File: src/design/sgdc_regs.svh
`ifndef SGDC_REGS_SVH
`define SGDC_REGS_SVH

// Mode word fields
`define SGDC_MR_BL_LSB 0
`define SGDC_MR_BL_MSB 2
`define SGDC_MR_BT_BIT 3
`define SGDC_MR_CL_LSB 4
`define SGDC_MR_CL_MSB 6
`define SGDC_MR_DUAL_BIT 7
`define SGDC_MR_SWR_BIT 8
`define SGDC_MR_RESET 10'h020

// Burst length codes
`define SGDC_BL_1 3'h0
`define SGDC_BL_2 3'h1
`define SGDC_BL_4 3'h2
`define SGDC_BL_8 3'h3
`define SGDC_BL_FULL 3'h7

// Read latency codes
`define SGDC_CL_2 3'h2
`define SGDC_CL_3 3'h3

// Special mode address fields
`define SGDC_SM_MASK_BIT 5
`define SGDC_SM_COLOUR_BIT 6
`define SGDC_SM_SEL_BIT 7

// Command address fields
`define SGDC_AUTO_BIT 8
`define SGDC_COL_MSB 7
`define SGDC_BLK_LSB 3
`define SGDC_DUAL_SEL_BIT 0

// Timing
`define SGDC_MODE_WAIT 2'h2
`define SGDC_CLK_PERIOD_NS 20
`define SGDC_REF_INTERVAL_NS 15600
`define SGDC_REF_CYCLES ((`SGDC_REF_INTERVAL_NS) / (`SGDC_CLK_PERIOD_NS))

`endif

File: src/design/sgdc_pkg.sv
package sgdc_pkg;

   typedef enum logic [3:0] {
      CMD_NONE, CMD_MODE, CMD_SMODE, CMD_OPEN, CMD_OPEN_M, CMD_READ, CMD_WRITE,
      CMD_BLOCK, CMD_STOP, CMD_CLOSE, CMD_REFRESH, CMD_SELF_REFRESH_CMD
   } sgdc_cmd_e;

   typedef enum logic [1:0] {PWR_RUN, PWR_DOWN, PWR_SELF_REFRESH_CMD} sgdc_pwr_e;

   typedef enum logic [1:0] {BK_IDLE, BK_READ, BK_WRITE} sgdc_burst_e;

   typedef struct packed {
      logic cs_n;
      logic ras_n;
      logic cas_n;
      logic we_n;
      logic special_function_pin;
      logic [3:0] dqm;
      logic ba;
      logic [9:0] addr;
   } sgdc_pins_s;

   typedef struct packed {
      logic valid;
      logic bank;
      logic [9:0] row;
      logic [7:0] col;
   } sgdc_rd_s;

   typedef struct packed {
      logic blk;
      logic bank;
      logic [9:0] row;
      logic [7:0] col;
      logic [31:0] data;
      logic [31:0] bit_en;
      logic [31:0] col_en;
   } sgdc_wr_s;

endpackage

File: src/design/sgdc_wbuf.sv
`timescale 1ns/1ps
module sgdc_wbuf
(
   input wire logic ref_clk_i,
   input wire logic rst_n_i,
   input wire logic in_valid_i,
   output logic in_ready_o,
   input wire sgdc_pkg::sgdc_wr_s in_data_i,
   output logic out_valid_o,
   input wire logic out_ready_i,
   output sgdc_pkg::sgdc_wr_s out_data_o
);

   typedef struct packed {
      logic v0;
      logic v1;
      sgdc_pkg::sgdc_wr_s d0;
      sgdc_pkg::sgdc_wr_s d1;
   } sgdc_wbuf_s;

   sgdc_wbuf_s s_q;
   sgdc_wbuf_s s_d;

   always_comb
   begin
      s_d = s_q;
      if (s_q.v0 && out_ready_i)
      begin
         s_d.v0 = s_q.v1;
         s_d.d0 = s_q.d1;
         s_d.v1 = 1'b0;
      end
      if (in_valid_i && !s_q.v1)
      begin
         if (s_d.v0)
         begin
            s_d.v1 = 1'b1;
            s_d.d1 = in_data_i;
         end
         else
         begin
            s_d.v0 = 1'b1;
            s_d.d0 = in_data_i;
         end
      end
   end

   always_ff @(posedge ref_clk_i or negedge rst_n_i)
   begin
      if (!rst_n_i)
         s_q <= '0;
      else
         s_q <= s_d;
   end

   assign in_ready_o = !s_q.v1;
   assign out_valid_o = s_q.v0;
   assign out_data_o = s_q.d0;
endmodule // sgdc_wbuf

File: src/design/sgdc_decoder.sv
`timescale 1ns/1ps
`include "sgdc_regs.svh"

module sgdc_decoder
(
   input wire logic ref_clk_i,
   input wire logic rst_n_i,
   input wire logic cke_i,
   input wire sgdc_pkg::sgdc_pins_s pins_i,
   input wire logic [31:0] dq_i,
   output logic [31:0] dq_o,
   output logic [3:0] dq_oe_o,
   input wire logic [31:0] arr_rd_data_i,
   output sgdc_pkg::sgdc_rd_s arr_rd_o,
   output logic arr_act_o,
   output logic arr_act_bank_o,
   output logic [9:0] arr_act_row_o,
   output logic [1:0] arr_close_o,
   output logic arr_ref_o,
   output logic [10:0] arr_ref_row_o,
   output logic arr_wr_valid_o,
   input wire logic arr_wr_ready_i,
   output sgdc_pkg::sgdc_wr_s arr_wr_o,
   output logic [1:0] bank_open_o,
   output logic self_refresh_o,
   output logic power_down_o,
   output logic wr_overflow_o
);

   typedef struct packed {
      sgdc_pkg::sgdc_pwr_e pwr;
      logic cke_q;
      logic [9:0] mode;
      logic [1:0] mode_wait;
      logic [1:0][31:0] colour;
      logic [31:0] wmask;
      logic [1:0] open;
      logic [1:0] masked;
      logic [1:0][9:0] row;
      sgdc_pkg::sgdc_burst_e bk;
      logic b_bank;
      logic b_auto;
      logic [7:0] b_start;
      logic [7:0] b_cnt;
      logic [10:0] ref_row;
      logic [9:0] ref_tmr;
      logic act_v;
      logic act_bank;
      logic [9:0] act_row;
      logic [1:0] close;
      logic ref_v;
      sgdc_pkg::sgdc_rd_s rd;
      logic [31:0] p0;
      logic p0_v;
      logic [31:0] dq;
      logic dq_v;
      logic [3:0] dq_oe;
      logic [3:0] dqm1;
      logic w_v;
      sgdc_pkg::sgdc_wr_s w;
      logic ovf;
   } sgdc_state_s;

   sgdc_state_s s_q;
   sgdc_state_s s_d;
   sgdc_pkg::sgdc_cmd_e cmd;
   logic wbuf_ready;

   function automatic logic [31:0] sgdc_byte_exp(input logic [3:0] b);
      logic [31:0] r;
      r = '0;
      for (int i = 0; i < 4; i++)
         r[8*i +: 8] = {8{b[i]}};
      return r;
   endfunction

   function automatic logic [7:0] sgdc_len_mask(input logic [2:0] code);
      case (code)
         `SGDC_BL_1: return 8'h00;
         `SGDC_BL_2: return 8'h01;
         `SGDC_BL_4: return 8'h03;
         `SGDC_BL_8: return 8'h07;
         default: return 8'hFF;
      endcase
   endfunction

   // Command decode, qualified by select, previous enable, mode wait and the run power state
   always_comb
   begin
      cmd = sgdc_pkg::CMD_NONE;
      if (!pins_i.cs_n && s_q.cke_q && s_q.mode_wait == 2'h0 &&
          s_q.pwr == sgdc_pkg::PWR_RUN)
      begin
         case ({pins_i.ras_n, pins_i.cas_n, pins_i.we_n})
            3'h0: cmd = pins_i.special_function_pin ? sgdc_pkg::CMD_SMODE
                                                    : sgdc_pkg::CMD_MODE;
            3'h1: cmd = cke_i ? sgdc_pkg::CMD_REFRESH : sgdc_pkg::CMD_SELF_REFRESH_CMD;
            3'h2: cmd = sgdc_pkg::CMD_CLOSE;
            3'h3: cmd = pins_i.special_function_pin ? sgdc_pkg::CMD_OPEN_M
                                                    : sgdc_pkg::CMD_OPEN;
            3'h4: cmd = pins_i.special_function_pin ? sgdc_pkg::CMD_BLOCK
                                                    : sgdc_pkg::CMD_WRITE;
            3'h5: cmd = sgdc_pkg::CMD_READ;
            3'h6: cmd = sgdc_pkg::CMD_STOP;
            default: cmd = sgdc_pkg::CMD_NONE;
         endcase
      end
   end

   always_comb
   begin
      logic full;
      logic dual;
      logic [7:0] lmask;
      logic [7:0] col;
      logic [31:0] pbit;
      full = s_q.mode[`SGDC_MR_BL_MSB:`SGDC_MR_BL_LSB] == `SGDC_BL_FULL;
      dual = s_q.mode[`SGDC_MR_DUAL_BIT];
      lmask = 8'h00;
      col = 8'h00;
      pbit = 32'h0;
      s_d = s_q;
      s_d.act_v = 1'b0;
      s_d.close = 2'h0;
      s_d.ref_v = 1'b0;
      s_d.rd.valid = 1'b0;
      s_d.w_v = 1'b0;
      s_d.cke_q = cke_i;
      s_d.dqm1 = pins_i.dqm;
      if (s_q.w_v && !wbuf_ready)
         s_d.ovf = 1'b1;
      if (s_q.mode_wait != 2'h0)
         s_d.mode_wait = s_q.mode_wait - 2'h1;
      // Read data path with programmable latency
      s_d.p0 = arr_rd_data_i;
      s_d.p0_v = s_q.rd.valid;
      if (s_q.mode[`SGDC_MR_CL_MSB:`SGDC_MR_CL_LSB] == `SGDC_CL_3)
      begin
         s_d.dq = s_q.p0;
         s_d.dq_v = s_q.p0_v;
      end
      else
      begin
         s_d.dq = arr_rd_data_i;
         s_d.dq_v = s_q.rd.valid;
      end
      s_d.dq_oe = {4{s_d.dq_v}} & ~s_q.dqm1;
      case (s_q.pwr)
         sgdc_pkg::PWR_SELF_REFRESH_CMD:
         begin
            if (s_q.ref_tmr == 10'(`SGDC_REF_CYCLES - 1))
            begin
               s_d.ref_tmr = 10'h000;
               s_d.ref_v = 1'b1;
               s_d.ref_row = s_q.ref_row + 11'h001;
            end
            else
               s_d.ref_tmr = s_q.ref_tmr + 10'h001;
            if (cke_i)
               s_d.pwr = sgdc_pkg::PWR_RUN;
         end
         sgdc_pkg::PWR_DOWN:
         begin
            if (cke_i)
               s_d.pwr = sgdc_pkg::PWR_RUN;
         end
         default:
         begin
            case (cmd)
               sgdc_pkg::CMD_MODE:
               begin
                  s_d.mode = pins_i.addr;
                  s_d.mode_wait = `SGDC_MODE_WAIT;
               end
               sgdc_pkg::CMD_SMODE:
               begin
                  if (pins_i.addr[`SGDC_SM_MASK_BIT])
                     s_d.wmask = dq_i;
                  else if (pins_i.addr[`SGDC_SM_COLOUR_BIT])
                     s_d.colour[dual & pins_i.addr[`SGDC_SM_SEL_BIT]] = dq_i;
               end
               sgdc_pkg::CMD_OPEN, sgdc_pkg::CMD_OPEN_M:
               begin
                  s_d.open[pins_i.ba] = 1'b1;
                  s_d.row[pins_i.ba] = pins_i.addr;
                  s_d.masked[pins_i.ba] = cmd == sgdc_pkg::CMD_OPEN_M;
                  s_d.act_v = 1'b1;
                  s_d.act_bank = pins_i.ba;
                  s_d.act_row = pins_i.addr;
               end
               sgdc_pkg::CMD_READ, sgdc_pkg::CMD_WRITE:
               begin
                  s_d.bk = cmd == sgdc_pkg::CMD_READ ? sgdc_pkg::BK_READ
                                                      : sgdc_pkg::BK_WRITE;
                  s_d.b_bank = pins_i.ba;
                  s_d.b_start = pins_i.addr[`SGDC_COL_MSB:0];
                  s_d.b_cnt = 8'h00;
                  s_d.b_auto = pins_i.addr[`SGDC_AUTO_BIT] && !full;
               end
               sgdc_pkg::CMD_BLOCK:
               begin
                  s_d.bk = sgdc_pkg::BK_IDLE;
                  pbit = s_q.masked[pins_i.ba] ? s_q.wmask : 32'hFFFFFFFF;
                  s_d.w_v = 1'b1;
                  s_d.w.blk = 1'b1;
                  s_d.w.bank = pins_i.ba;
                  s_d.w.row = s_q.row[pins_i.ba];
                  s_d.w.col = {pins_i.addr[`SGDC_COL_MSB:`SGDC_BLK_LSB], 3'h0};
                  s_d.w.data = s_q.colour[dual & pins_i.addr[`SGDC_DUAL_SEL_BIT]];
                  s_d.w.bit_en = sgdc_byte_exp(~pins_i.dqm) & pbit;
                  s_d.w.col_en = dq_i;
                  if (pins_i.addr[`SGDC_AUTO_BIT] && !full)
                  begin
                     s_d.open[pins_i.ba] = 1'b0;
                     s_d.close[pins_i.ba] = 1'b1;
                  end
               end
               sgdc_pkg::CMD_STOP:
                  s_d.bk = sgdc_pkg::BK_IDLE;
               sgdc_pkg::CMD_CLOSE:
               begin
                  if (pins_i.addr[`SGDC_AUTO_BIT])
                     s_d.close = 2'h3;
                  else
                     s_d.close[pins_i.ba] = 1'b1;
                  s_d.open = s_q.open & ~s_d.close;
                  if (s_d.close[s_q.b_bank])
                     s_d.bk = sgdc_pkg::BK_IDLE;
               end
               sgdc_pkg::CMD_REFRESH:
               begin
                  s_d.ref_v = 1'b1;
                  s_d.ref_row = s_q.ref_row + 11'h001;
               end
               sgdc_pkg::CMD_SELF_REFRESH_CMD:
               begin
                  s_d.pwr = sgdc_pkg::PWR_SELF_REFRESH_CMD;
                  s_d.ref_tmr = 10'h000;
                  s_d.bk = sgdc_pkg::BK_IDLE;
               end
               default:
               begin
                  if (s_q.cke_q && !cke_i && s_q.bk == sgdc_pkg::BK_IDLE)
                     s_d.pwr = sgdc_pkg::PWR_DOWN;
               end
            endcase
         end
      endcase
      // One burst beat per clock
      if (s_d.bk != sgdc_pkg::BK_IDLE)
      begin
         lmask = sgdc_len_mask(s_q.mode[`SGDC_MR_BL_MSB:`SGDC_MR_BL_LSB]);
         if (s_d.bk == sgdc_pkg::BK_WRITE && s_q.mode[`SGDC_MR_SWR_BIT])
            lmask = 8'h00;
         if (s_q.mode[`SGDC_MR_BT_BIT] && !full)
            col = (s_d.b_start & ~lmask) | ((s_d.b_start ^ s_d.b_cnt) & lmask);
         else
            col = (s_d.b_start & ~lmask) | ((s_d.b_start + s_d.b_cnt) & lmask);
         if (s_d.bk == sgdc_pkg::BK_READ)
         begin
            s_d.rd.valid = 1'b1;
            s_d.rd.bank = s_d.b_bank;
            s_d.rd.row = s_d.row[s_d.b_bank];
            s_d.rd.col = col;
         end
         else
         begin
            pbit = s_d.masked[s_d.b_bank] ? s_d.wmask : 32'hFFFFFFFF;
            s_d.w_v = 1'b1;
            s_d.w.blk = 1'b0;
            s_d.w.bank = s_d.b_bank;
            s_d.w.row = s_d.row[s_d.b_bank];
            s_d.w.col = col;
            s_d.w.data = dq_i;
            s_d.w.bit_en = sgdc_byte_exp(~pins_i.dqm) & pbit;
            s_d.w.col_en = 32'h0;
         end
         if (s_d.b_cnt == lmask)
         begin
            s_d.bk = sgdc_pkg::BK_IDLE;
            if (s_d.b_auto)
            begin
               s_d.open[s_d.b_bank] = 1'b0;
               s_d.close[s_d.b_bank] = 1'b1;
            end
         end
         else
            s_d.b_cnt = s_d.b_cnt + 8'h01;
      end
   end

   always_ff @(posedge ref_clk_i or negedge rst_n_i)
   begin
      if (!rst_n_i)
      begin
         s_q <= '0;
         s_q.mode <= `SGDC_MR_RESET;
      end
      else
         s_q <= s_d;
   end

   sgdc_wbuf u_wbuf
   (
      .ref_clk_i(ref_clk_i),
      .rst_n_i(rst_n_i),
      .in_valid_i(s_q.w_v),
      .in_ready_o(wbuf_ready),
      .in_data_i(s_q.w),
      .out_valid_o(arr_wr_valid_o),
      .out_ready_i(arr_wr_ready_i),
      .out_data_o(arr_wr_o)
   );

   assign dq_o = s_q.dq;
   assign dq_oe_o = s_q.dq_oe;
   assign arr_rd_o = s_q.rd;
   assign arr_act_o = s_q.act_v;
   assign arr_act_bank_o = s_q.act_bank;
   assign arr_act_row_o = s_q.act_row;
   assign arr_close_o = s_q.close;
   assign arr_ref_o = s_q.ref_v;
   assign arr_ref_row_o = s_q.ref_row;
   assign bank_open_o = s_q.open;
   assign self_refresh_o = s_q.pwr == sgdc_pkg::PWR_SELF_REFRESH_CMD;
   assign power_down_o = s_q.pwr == sgdc_pkg::PWR_DOWN;
   assign wr_overflow_o = s_q.ovf;
endmodule // sgdc_decoder

File: config.mk
export PLATFORM = sky130hd
export DESIGN_NAME = sgdc_decoder
export DESIGN_NICKNAME = d
export VERILOG_FILES = /design/src/design/sgdc_pkg.sv /design/src/design/sgdc_wbuf.sv /design/src/design/sgdc_decoder.sv
export VERILOG_INCLUDE_DIRS = /design/src /design/src/design
export SDC_FILE = /design/constraint.sdc
export NUM_CORES = 1
export LEC_CHECK = 0
export BUFFER_PORTS_ARGS = -buffer_cell sky130_fd_sc_hd__buf_4
export CORE_ASPECT_RATIO = 1.5
export CORE_UTILIZATION = 45
export CTS_BUF_LIST = sky130_fd_sc_hd__clkbuf_4 sky130_fd_sc_hd__clkbuf_8
export DETAILED_ROUTE_END_ITERATION = 10
export PLACE_DENSITY_LB_ADDON = 0.15
export RECOVER_POWER = 25
export SETUP_SLACK_MARGIN = 0.2
export SYNTH_ARGS = -nofsm -noshare
export SYNTH_HDL_FRONTEND = slang
export SYNTH_SLANG_ARGS = --single-unit
File: constraint.sdc
create_clock -name ref_clk_i -period 4.3 [get_ports ref_clk_i]
set_input_delay 0.86 -clock ref_clk_i [delete_from_list [all_inputs] [get_ports ref_clk_i]]
set_output_delay 0.86 -clock ref_clk_i [all_outputs]
set_load 0.03 [all_outputs]
* After elaboration in Yosys (flattened, before gate mapping)
Cells that the tools add are included.
** Cells by class
- Equal/unequal tests :: 31
- $lt $le $gt $ge :: 8
- Multiplexer cells :: 90
- Bitwise logic cells :: 25
- Reduce and logical (&&, ||, !) cells :: 41
- Add/subtract/negate cells :: 5
** Operator list (number)
- 117-bit 2-to-1 mux :: 4
- 234-bit 2-to-1 mux :: 1
- 116-bit 2-to-1 mux :: 2
- 32-bit 2-to-1 mux :: 6
- 142-bit 2-to-1 mux :: 1
- 64-bit 2-to-1 mux :: 2
- 118-bit 2-to-1 mux :: 1
- 96-bit 2-to-1 mux :: 1
- 10-bit 2-to-1 mux :: 7
- 32-bit bitwise AND :: 2
- 64-bit bitwise mux :: 1
- 2-bit 2-to-1 mux :: 21
- 21-bit case mux with 2 select lines :: 1
- 20-bit 2-to-1 mux :: 2
- 8-bit 2-to-1 mux :: 5
- 33-bit 2-to-1 mux :: 1
- 32-bit demux with 1-bit select :: 1
- 8-bit case mux with 4 select lines :: 1
- 4-bit case mux with 7 select lines :: 1
- 8-bit bitwise AND :: 3
- 11-bit 2-to-1 mux :: 2
- 22-bit 2-to-1 mux :: 1
- 20-bit bitwise mux :: 1
- 18-bit 2-to-1 mux :: 1
- 53 further kinds :: 131
** Word-level totals
- Flip-flop bits (word level) :: 635

* Logic depth before layout (Yosys ltp)
Gate-level depths: netlist of run 1.
- Word-level depth :: 23
- Mapped depth :: 19
- Mapped depth without buffers :: 16

* Hierarchy
Synthesis of run 1 repeated with hierarchy kept, for this count alone.
** Unflattened totals
- Cell total of the unflattened synthesis :: 2470
- Area total of the unflattened synthesis :: 29010.3 um^2
** Modules (own cells, without submodules)
- sgdc_decoder :: cells an instance 1726, seq. area each 10035.9 um^2, times used 1, area an instance 18101.1 um^2
- sgdc_wbuf :: cells an instance 744, seq. area each 5855.6 um^2, times used 1, area an instance 10909.2 um^2

* Worst setup path after synthesis of run 1
OpenSTA, ideal clock, no wires.
- Kind :: input -> register
- From :: input pins_i[19] in the netlist's numbering
- To :: register s_q (netlist bit arr_rd_o[5])
- Data arrival time :: 3.945 ns
- Setup slack :: 0.221 ns
- Path buffers :: 3
- Stages on the path :: 15
- Cell sequence :: or4b_4 > or4_1 > buf_2 > buf_6 > clkbuf_1 > nand2_1 > nand2_1 > ha_1 > a31oi_1 > a31oi_1 > a211o_1 > a211oi_2 > nor3_1 > o31ai_1 > o21ai_0
** RTL lines
- start: declaration :: RTL line sgdc_decoder.sv:9 : input wire sgdc_pkg::sgdc_pins_s pins_i,
- end: declaration :: RTL line sgdc_decoder.sv:64 : sgdc_state_s s_q;

==> key figures, run 1 <==
Outcome
  – Outcome: finished with violations
  – Failing checks: capacitance limit, slew limit

Worst hold path
  – Worst hold path class: input pin to register
  – Hold EP: s_q[164]$_DFF_PN0_
  – Hold depth: 1
  – Min-delay src: arr_rd_data_i[4]

Floorplan
  – IO Pins: ~290
  – Die H: ~310 um
  – Die area: 0.0644 mm^2
  – Core area: approximately 0.062 mm^2
  – Starting Density: 45.6%
  – Die Wd: 208 um
  – Row count: 112

Final layout
  – Share of post-route cells with drive strength above 1: between 30% and 40%
  – Final non-filler cell total: approximately 3,500
  – Commonest non-fill, non-tap cell in the layout: dfrtp_1
  – Nets: 2,760
  – Area Overhead vs Synth: 13.6%
  – Commonest cells after routing, fill and taps aside: 633 x dfrtp_1, 294 x buf_4, 282 x mux2_2
  – # fillers: 5,634

GRT
  – Initial antenna violation count: 1
  – Vias in the first global route: 20,000
  – First-pass GRT wire length: 117,000 um
  – Total GRT Usage: 23.6%
  – Gr ovfl total: 0
  – Maximum number of pins on one net before global-route repair: 147

Timing
  – Fmax: 271 MHz
  – Tcrit/Tclk final: 85.9%
  – Endpoints failing hold: 0
  – Final setup TNS: 0 ps
  – Worst Max-Slew Pin Slew: 3080 ps
  – RSZ-0062 raised after global routing: false
  – Tmin final: roughly 3700 ps
  – Clk_skew: 29.4 ps
  – Rel. slew slack: -105%
  – Final setup violation count: 0
  – Max Transition Viols Final: 99

CTS
  – Clk slew on worst S/H paths: 60 ps
  – Cts-stage hold buffer count: 0
  – H-tree depth: 3
  – Setup bufs post-CTS: 0
  – CTS tree: done
  – Later-pin clock latency in the skew report: 720 ps
  – Post_cts resized: 0
  – CTS buffer count: 103
  – Clock buffer depth: 3
  – TritonCTS Sinks: 635
  – Clock root buffer: clkbuf_8

Routing
  – Drt wl/cell: between 20 and 25 um
  – DR vias: around 19,000
  – 1st-iter DRT viols: between 1,000 and 1,500
  – TritonRoute pass-1 iters: 5
  – Remaining DRCs: 0
  – Final ANT Viol Nets: 0
  – Drt total wl: between 70,000 and 80,000 um
  – DR vias/cell: between 5 and 6

Synth
  – Syn Area/Cell: 11.1 um^2
  – Seq cells post-synth: 635
  – Share of the synthesized area in the top cell type: a little under three fifths
  – Predominant post-synthesis flop cell: dfrtp_1
  – Ranking of synthesized cells by area: dfrtp_1 56%, mux2_2 11%, buf_4 5.2%, mux2i_1 4.8%, a21oi_1 4.7%
  – Mapped Area: 0.0285 mm^2
  – Distinct cells, synth: 60
  – Yosys warns: 0
  – Register area share after synthesis: between 50% and 60%
  – Post-synth EDFFs: 0
  – Dominant cell type by area after synthesis: dfrtp_1
  – Syn_nets: 2,665
  – Syn Inst Count: 2,564
  – Ys async rst share: 100%

Setup path
  – Reg-to-Reg Start: s_q[401]$_DFFE_PN0P_
  – Worst setup EP type: register
  – Crit path max fanout: 17
  – R2r setup slk: 610 ps
  – Type of origin of the critical path: register
  – WP data required: 4910 ps
  – WS Path Type: register to register
  – Critical Path AT: 4300 ps
  – R2R Path End: arr_rd_o[7]$_DFFE_PN0P_
  – Register-to-Register Path Depth: 15

Place
  – HPWL after DPL: 49,100 um
  – DP Cell Count: 3,352
  – Input/output buffers: 291
  – GPL Wtd Cong: 0.844

Job
  – Max Cap Viol: 1

Pwr
  – P_leak: 0.0164 uW
  – Power Total: slightly above 20,000 uW
  – Pwr/cell area: 636 mW/mm^2
  – Worst VDD drop: 393 uV
[per-stage QoR]
stage	setup WS, ps	util [%]	hold WS, ps	cell area [um^2]
finish	608	51.8	277	32400
global route	276	51.8	237	32400
CTS	620	51.9	185	32400
detailed placement	88.5	48.5	385	30300
global placement	133	48.5	382	30300
floorplan	221	-	375	28500
[worst max-delay path by stage]
stage / startpoint / end / slack, ps
6_report: s_q[401]$_DFFE_PN0P_ / arr_rd_o[7]$_DFFE_PN0P_ / 610
5_1_grt: s_q[401]$_DFFE_PN0P_ / s_q[103]$_DFF_PN0_ / 280
4_1_cts: s_q[401]$_DFFE_PN0P_ / arr_rd_o[5]$_DFFE_PN0P_ / 620
3_5_place_dp: pins_i[19] / arr_rd_o[5]$_DFFE_PN0P_ / 90
3_3_place_gp: pins_i[19] / s_q[102]$_DFF_PN0_ / 130
2_1_floorplan: pins_i[19] / arr_rd_o[5]$_DFFE_PN0P_ / 220
[Yosys cell counts (3+ instances only)]
cell	number
a211oi_1	7
a21o_1	11
a21oi_1	266
a22o_1	5
a31oi_1	4
a32oi_1	5
and2_1	8
and3_1	36
buf_1	26
buf_2	6
buf_4	197
clkbuf_1	128
dfrtp_1	634
ha_1	13
inv_1	15
mux2_2	282
mux2i_1	136
nand2_1	276
nand2b_1	11
nand3_1	52
nand3b_1	3
nand4_1	13
nor2_1	163
nor2b_1	7
nor3_1	9
nor4_1	4
nor4b_1	4
o211ai_1	7
o21a_1	4
o21ai_0	111
o221ai_1	10
o22ai_1	3
o31ai_1	5
o32a_1	32
or2_2	3
or3_1	5
or4_1	4
xnor2_1	14
xor2_1	18
[report_power, final]
part           internal (uW)  switching, uW  leakage, uW  total, uW
sequential              7520           1160      0.00836       8690
clock                   3000           2440      0.00115       5450
combinational           2580           3880      0.00687       6460
[per-layer routing]
layer / track usage, % / share of wire, % / up-vias
met4: 8.96 / 2.8 / 0
met1: 27.1 / 39 / 9621
met2: 43.3 / 53 / 506
met5: 0 / 0 / -
li1: - / - / 8904
met3: 4.29 / 4.9 / 110
[cell families after synthesis]
logic type,share of synthesized area (%)
adders and majority gates,0.570
muxes,15.9
xor gates and xnor gates,0.983
and+or+nand+nor,9.26
buffers and inverters,7.61
AOI/OAI and AO/OA,9.95
DFF,55.7
[final cells by class]
class                   count  area (um^2)  area share [%]
diodes                      1         2.50         0.00773
clock buffers             162         1990            6.15
clock inverters            23          164           0.506
inverters                  18         67.6           0.209
multi-input cells        1552        10500            32.5
flip-flops and latches    635        15900            49.1
well taps                 798          998            3.08
repair buffers            349         2740            8.45
[worst max-delay path, cell delays in order (launching register included)]
cell and delay [ps]:
dfrtp_1 380, inv_1 90, ha_1 310, nand2b_1 230
or4_1 630, buf_4 250, nand2_1 80, nand2_1 80
ha_1 330, a21o_1 170, a21oi_1 170, o21ai_0 130
a41oi_2 180, xor2_1 190, a21oi_1 110, o31ai_1 250
(Power assumes the default switching activity.)
==> run 2, diff against run 1 <==
- CTS_BUF_LIST: sky130_fd_sc_hd__clkbuf_4 sky130_fd_sc_hd__clkbuf_8 -> unset
==> run 2 against run 1 <==
  * The flow still finishes with violations (capacitance limit, slew limit)
  * Maximum frequency grew 0.20%
  * Sequential share of layout area shrank 0.16 points
  * Combinational power is essentially flat
  * Core utilization grew 0.17 points
  * First-iteration DRC count shrank 5.2%
  * Final area grew 0.32%
  * Largest cell class unchanged
  * Largest power group unchanged
==> key figures, run 2 (synthesized netlist as in run 1, its figures left out) <==
Timing
  – Final WS setup: 615 ps
  – Endpoints failing hold: 0
  – Fmax: between 200 and 300 MHz
  – Max Transition Viols Final: 99
  – Tcrit/Tclk final: 85.7%
  – Clk_skew: 22.7 ps
  – RSZ-0062 raised after global routing: false
  – Worst Max-Slew Pin Slew: 3070 ps
  – Rel. slew slack: -105%
  – Final setup TNS: 0 ps
  – Final setup violation count: 0
  – Tmin final: 3680 ps

Place
  – DP Cell Count: 3,352
  – Input/output buffers: 291
  – GPL Wtd Cong: 0.844
  – HPWL after DPL: around 49,000 um
  – Pre-CTS setup slack: 88.5 ps

Worst hold path
  – Worst hold path class: input pin to register

Routing
  – Final ANT Viol Nets: 0
  – 1st-iter DRT viols: 1,218
  – Drt wl/cell: between 20 and 25 um
  – DR vias/cell: 5.43
  – Drt total wl: 74,100 um
  – TritonRoute pass-1 iters: 5
  – DR vias: 18,900
  – Remaining DRCs: 0

CTS
  – CTS tree: done
  – Clk slew on worst S/H paths: 70 ps
  – H-tree depth: 3
  – Cts-stage hold buffer count: 0
  – Clock buffer depth: 3
  – Setup bufs post-CTS: 0
  – TritonCTS Sinks: 635
  – Clock root buffer: clkbuf_16
  – Later-pin clock latency in the skew report: 610 ps
  – Post_cts resized: 0
  – CTS buffer count: 66

Pwr
  – Sw frac: a little over a third
  – Worst VDD drop: 431 uV
  – Power Total: 21,100 uW
  – Combinational share of power: 30.6%
  – Sequential share of power: 41.1%
  – Net Sw Power: between 7000 and 8000 uW
  – P_leak: around 0.016 uW
  – Clock power share: 28.3%
  – Pwr/cell area: between 600 and 700 mW/mm^2
  – Int Power: 13,600 uW

Floorplan
  – Row count: between 100 and 150
  – Die H: 310 um
  – Core area: approximately 0.062 mm^2
  – Starting Density: 45.6%
  – Die Wd: 208 um
  – IO Pins: 292
  – Die area: 0.0644 mm^2

Final layout
  – Nets: 2,723
  – Final non-filler cell total: between 3,000 and 4,000
  – Share of post-route cells with drive strength above 1: roughly 28%
  – Multi-input logic area: approximately 0.011 mm^2
  – Commonest non-fill, non-tap cell in the layout: dfrtp_1
  – Register Area: roughly 0.016 mm^2
  – # fillers: 5,594
  – Diodes inserted: 0
  – Area Overhead vs Synth: 13.9%
  – Commonest cells after routing, fill and taps aside: 633 x dfrtp_1, 294 x buf_4, 282 x mux2_2

Setup path
  – WP data required: 4810 ps
  – Worst setup EP type: register
  – WS Path Type: register to register
  – Crit path max fanout: 17
  – Critical Path AT: 4190 ps
  – Type of origin of the critical path: register

GRT
  – GRT Max-Usage Layer: met2
  – First-pass GRT wire length: ~120,000 um
  – Vias in the first global route: 19,700
  – Maximum number of pins on one net before global-route repair: 147
  – Initial antenna violation count: 0
  – Total GRT Usage: 23.5%
  – Gr ovfl total: 0
  – Met3 Use GR: 3.49%
  – Met1 Usage GRT: 27.2%
  – GR Util met2: between 40% and 50%

Job
  – Max Cap Viol: 1

Outcome
  – Outcome: finished with violations
  – Failing checks: capacitance limit, slew limit
==> run 2: cell types whose count changed in the layout (fill, tap and decap cells not counted), moves of 3 or more <==
cell / delta
bufinv_16: +5
clkbuf_1: +16
clkbuf_16: +68
clkbuf_4: -38
clkbuf_8: -111
clkinv_2: -6
clkinv_4: +3
clkinvlp_4: -3
==> run 2: area by class of cell <==
cell class,count,area share (%)
clock buffers,97,5.97
clock inverters,24,0.990
inverters,18,0.208
multi-input cells,1552,32.4
flip-flops and latches,635,48.9
well taps,798,3.07
repair buffers,349,8.42
==> run 2: power groups by stage <==
stage	sequential [uW]	clock (uW)	combinational (uW)
floorplan	8300	0	5280
global placement	8720	0	6410
finish	8680	5990	6460
detailed placement	8790	0	6540
global route	8890	6380	7040
CTS	8700	6170	6560
==> run 2: routing by layer <==
metal | vias up | routed length, um
met5 | - | 0
met4 | 0 | 2060
met3 | 109 | 3360
met2 | 498 | 39700
met1 | 9449 | 29000
li1 | 8817 | -
==> run 2: path summary, 6_finish.rpt <==
kind	start	slack, ps	depth (start not counted)	endpoint
worst max-delay path	s_q[401]$_DFFE_PN0P_	620	15	arr_rd_o[7]$_DFFE_PN0P_
worst min-delay path	arr_rd_data_i[4]	380	1	s_q[164]$_DFF_PN0_
worst max register to register	s_q[401]$_DFFE_PN0P_	620	15	arr_rd_o[7]$_DFFE_PN0P_
worst min register to register	s_q[120]$_DFF_PN0_	390	1	dq_oe_o[2]$_DFF_PN0_
max in group asynchronous	rst_n_i	710	2	s_q[286]$_DFF_PN0_
min in group asynchronous	rst_n_i	1160	1	u_wbuf.out_data_o[7]$_DFF_PN0_
==> run 2: stage by stage <==
step	hold WS [ps]	cell area, um^2	utilization [%]
finish	378	32500	52.0
global route	364	32500	52.0
CTS	321	32600	52.1
detailed placement	385	30300	48.5
global placement	382	30300	48.5
floorplan	375	28500	-
==> run 2: critical path, cell delays in order (launching register included) <==
cell and delay (ps):
dfrtp_1 380, inv_1 90, ha_1 310, nand2b_1 230, or4_1 620, buf_4 250, nand2_1 80, nand2_1 80
ha_1 330, a21o_1 180, a21oi_1 160, o21ai_0 130, a41oi_2 180, xor2_1 200, a21oi_1 110, o31ai_1 250
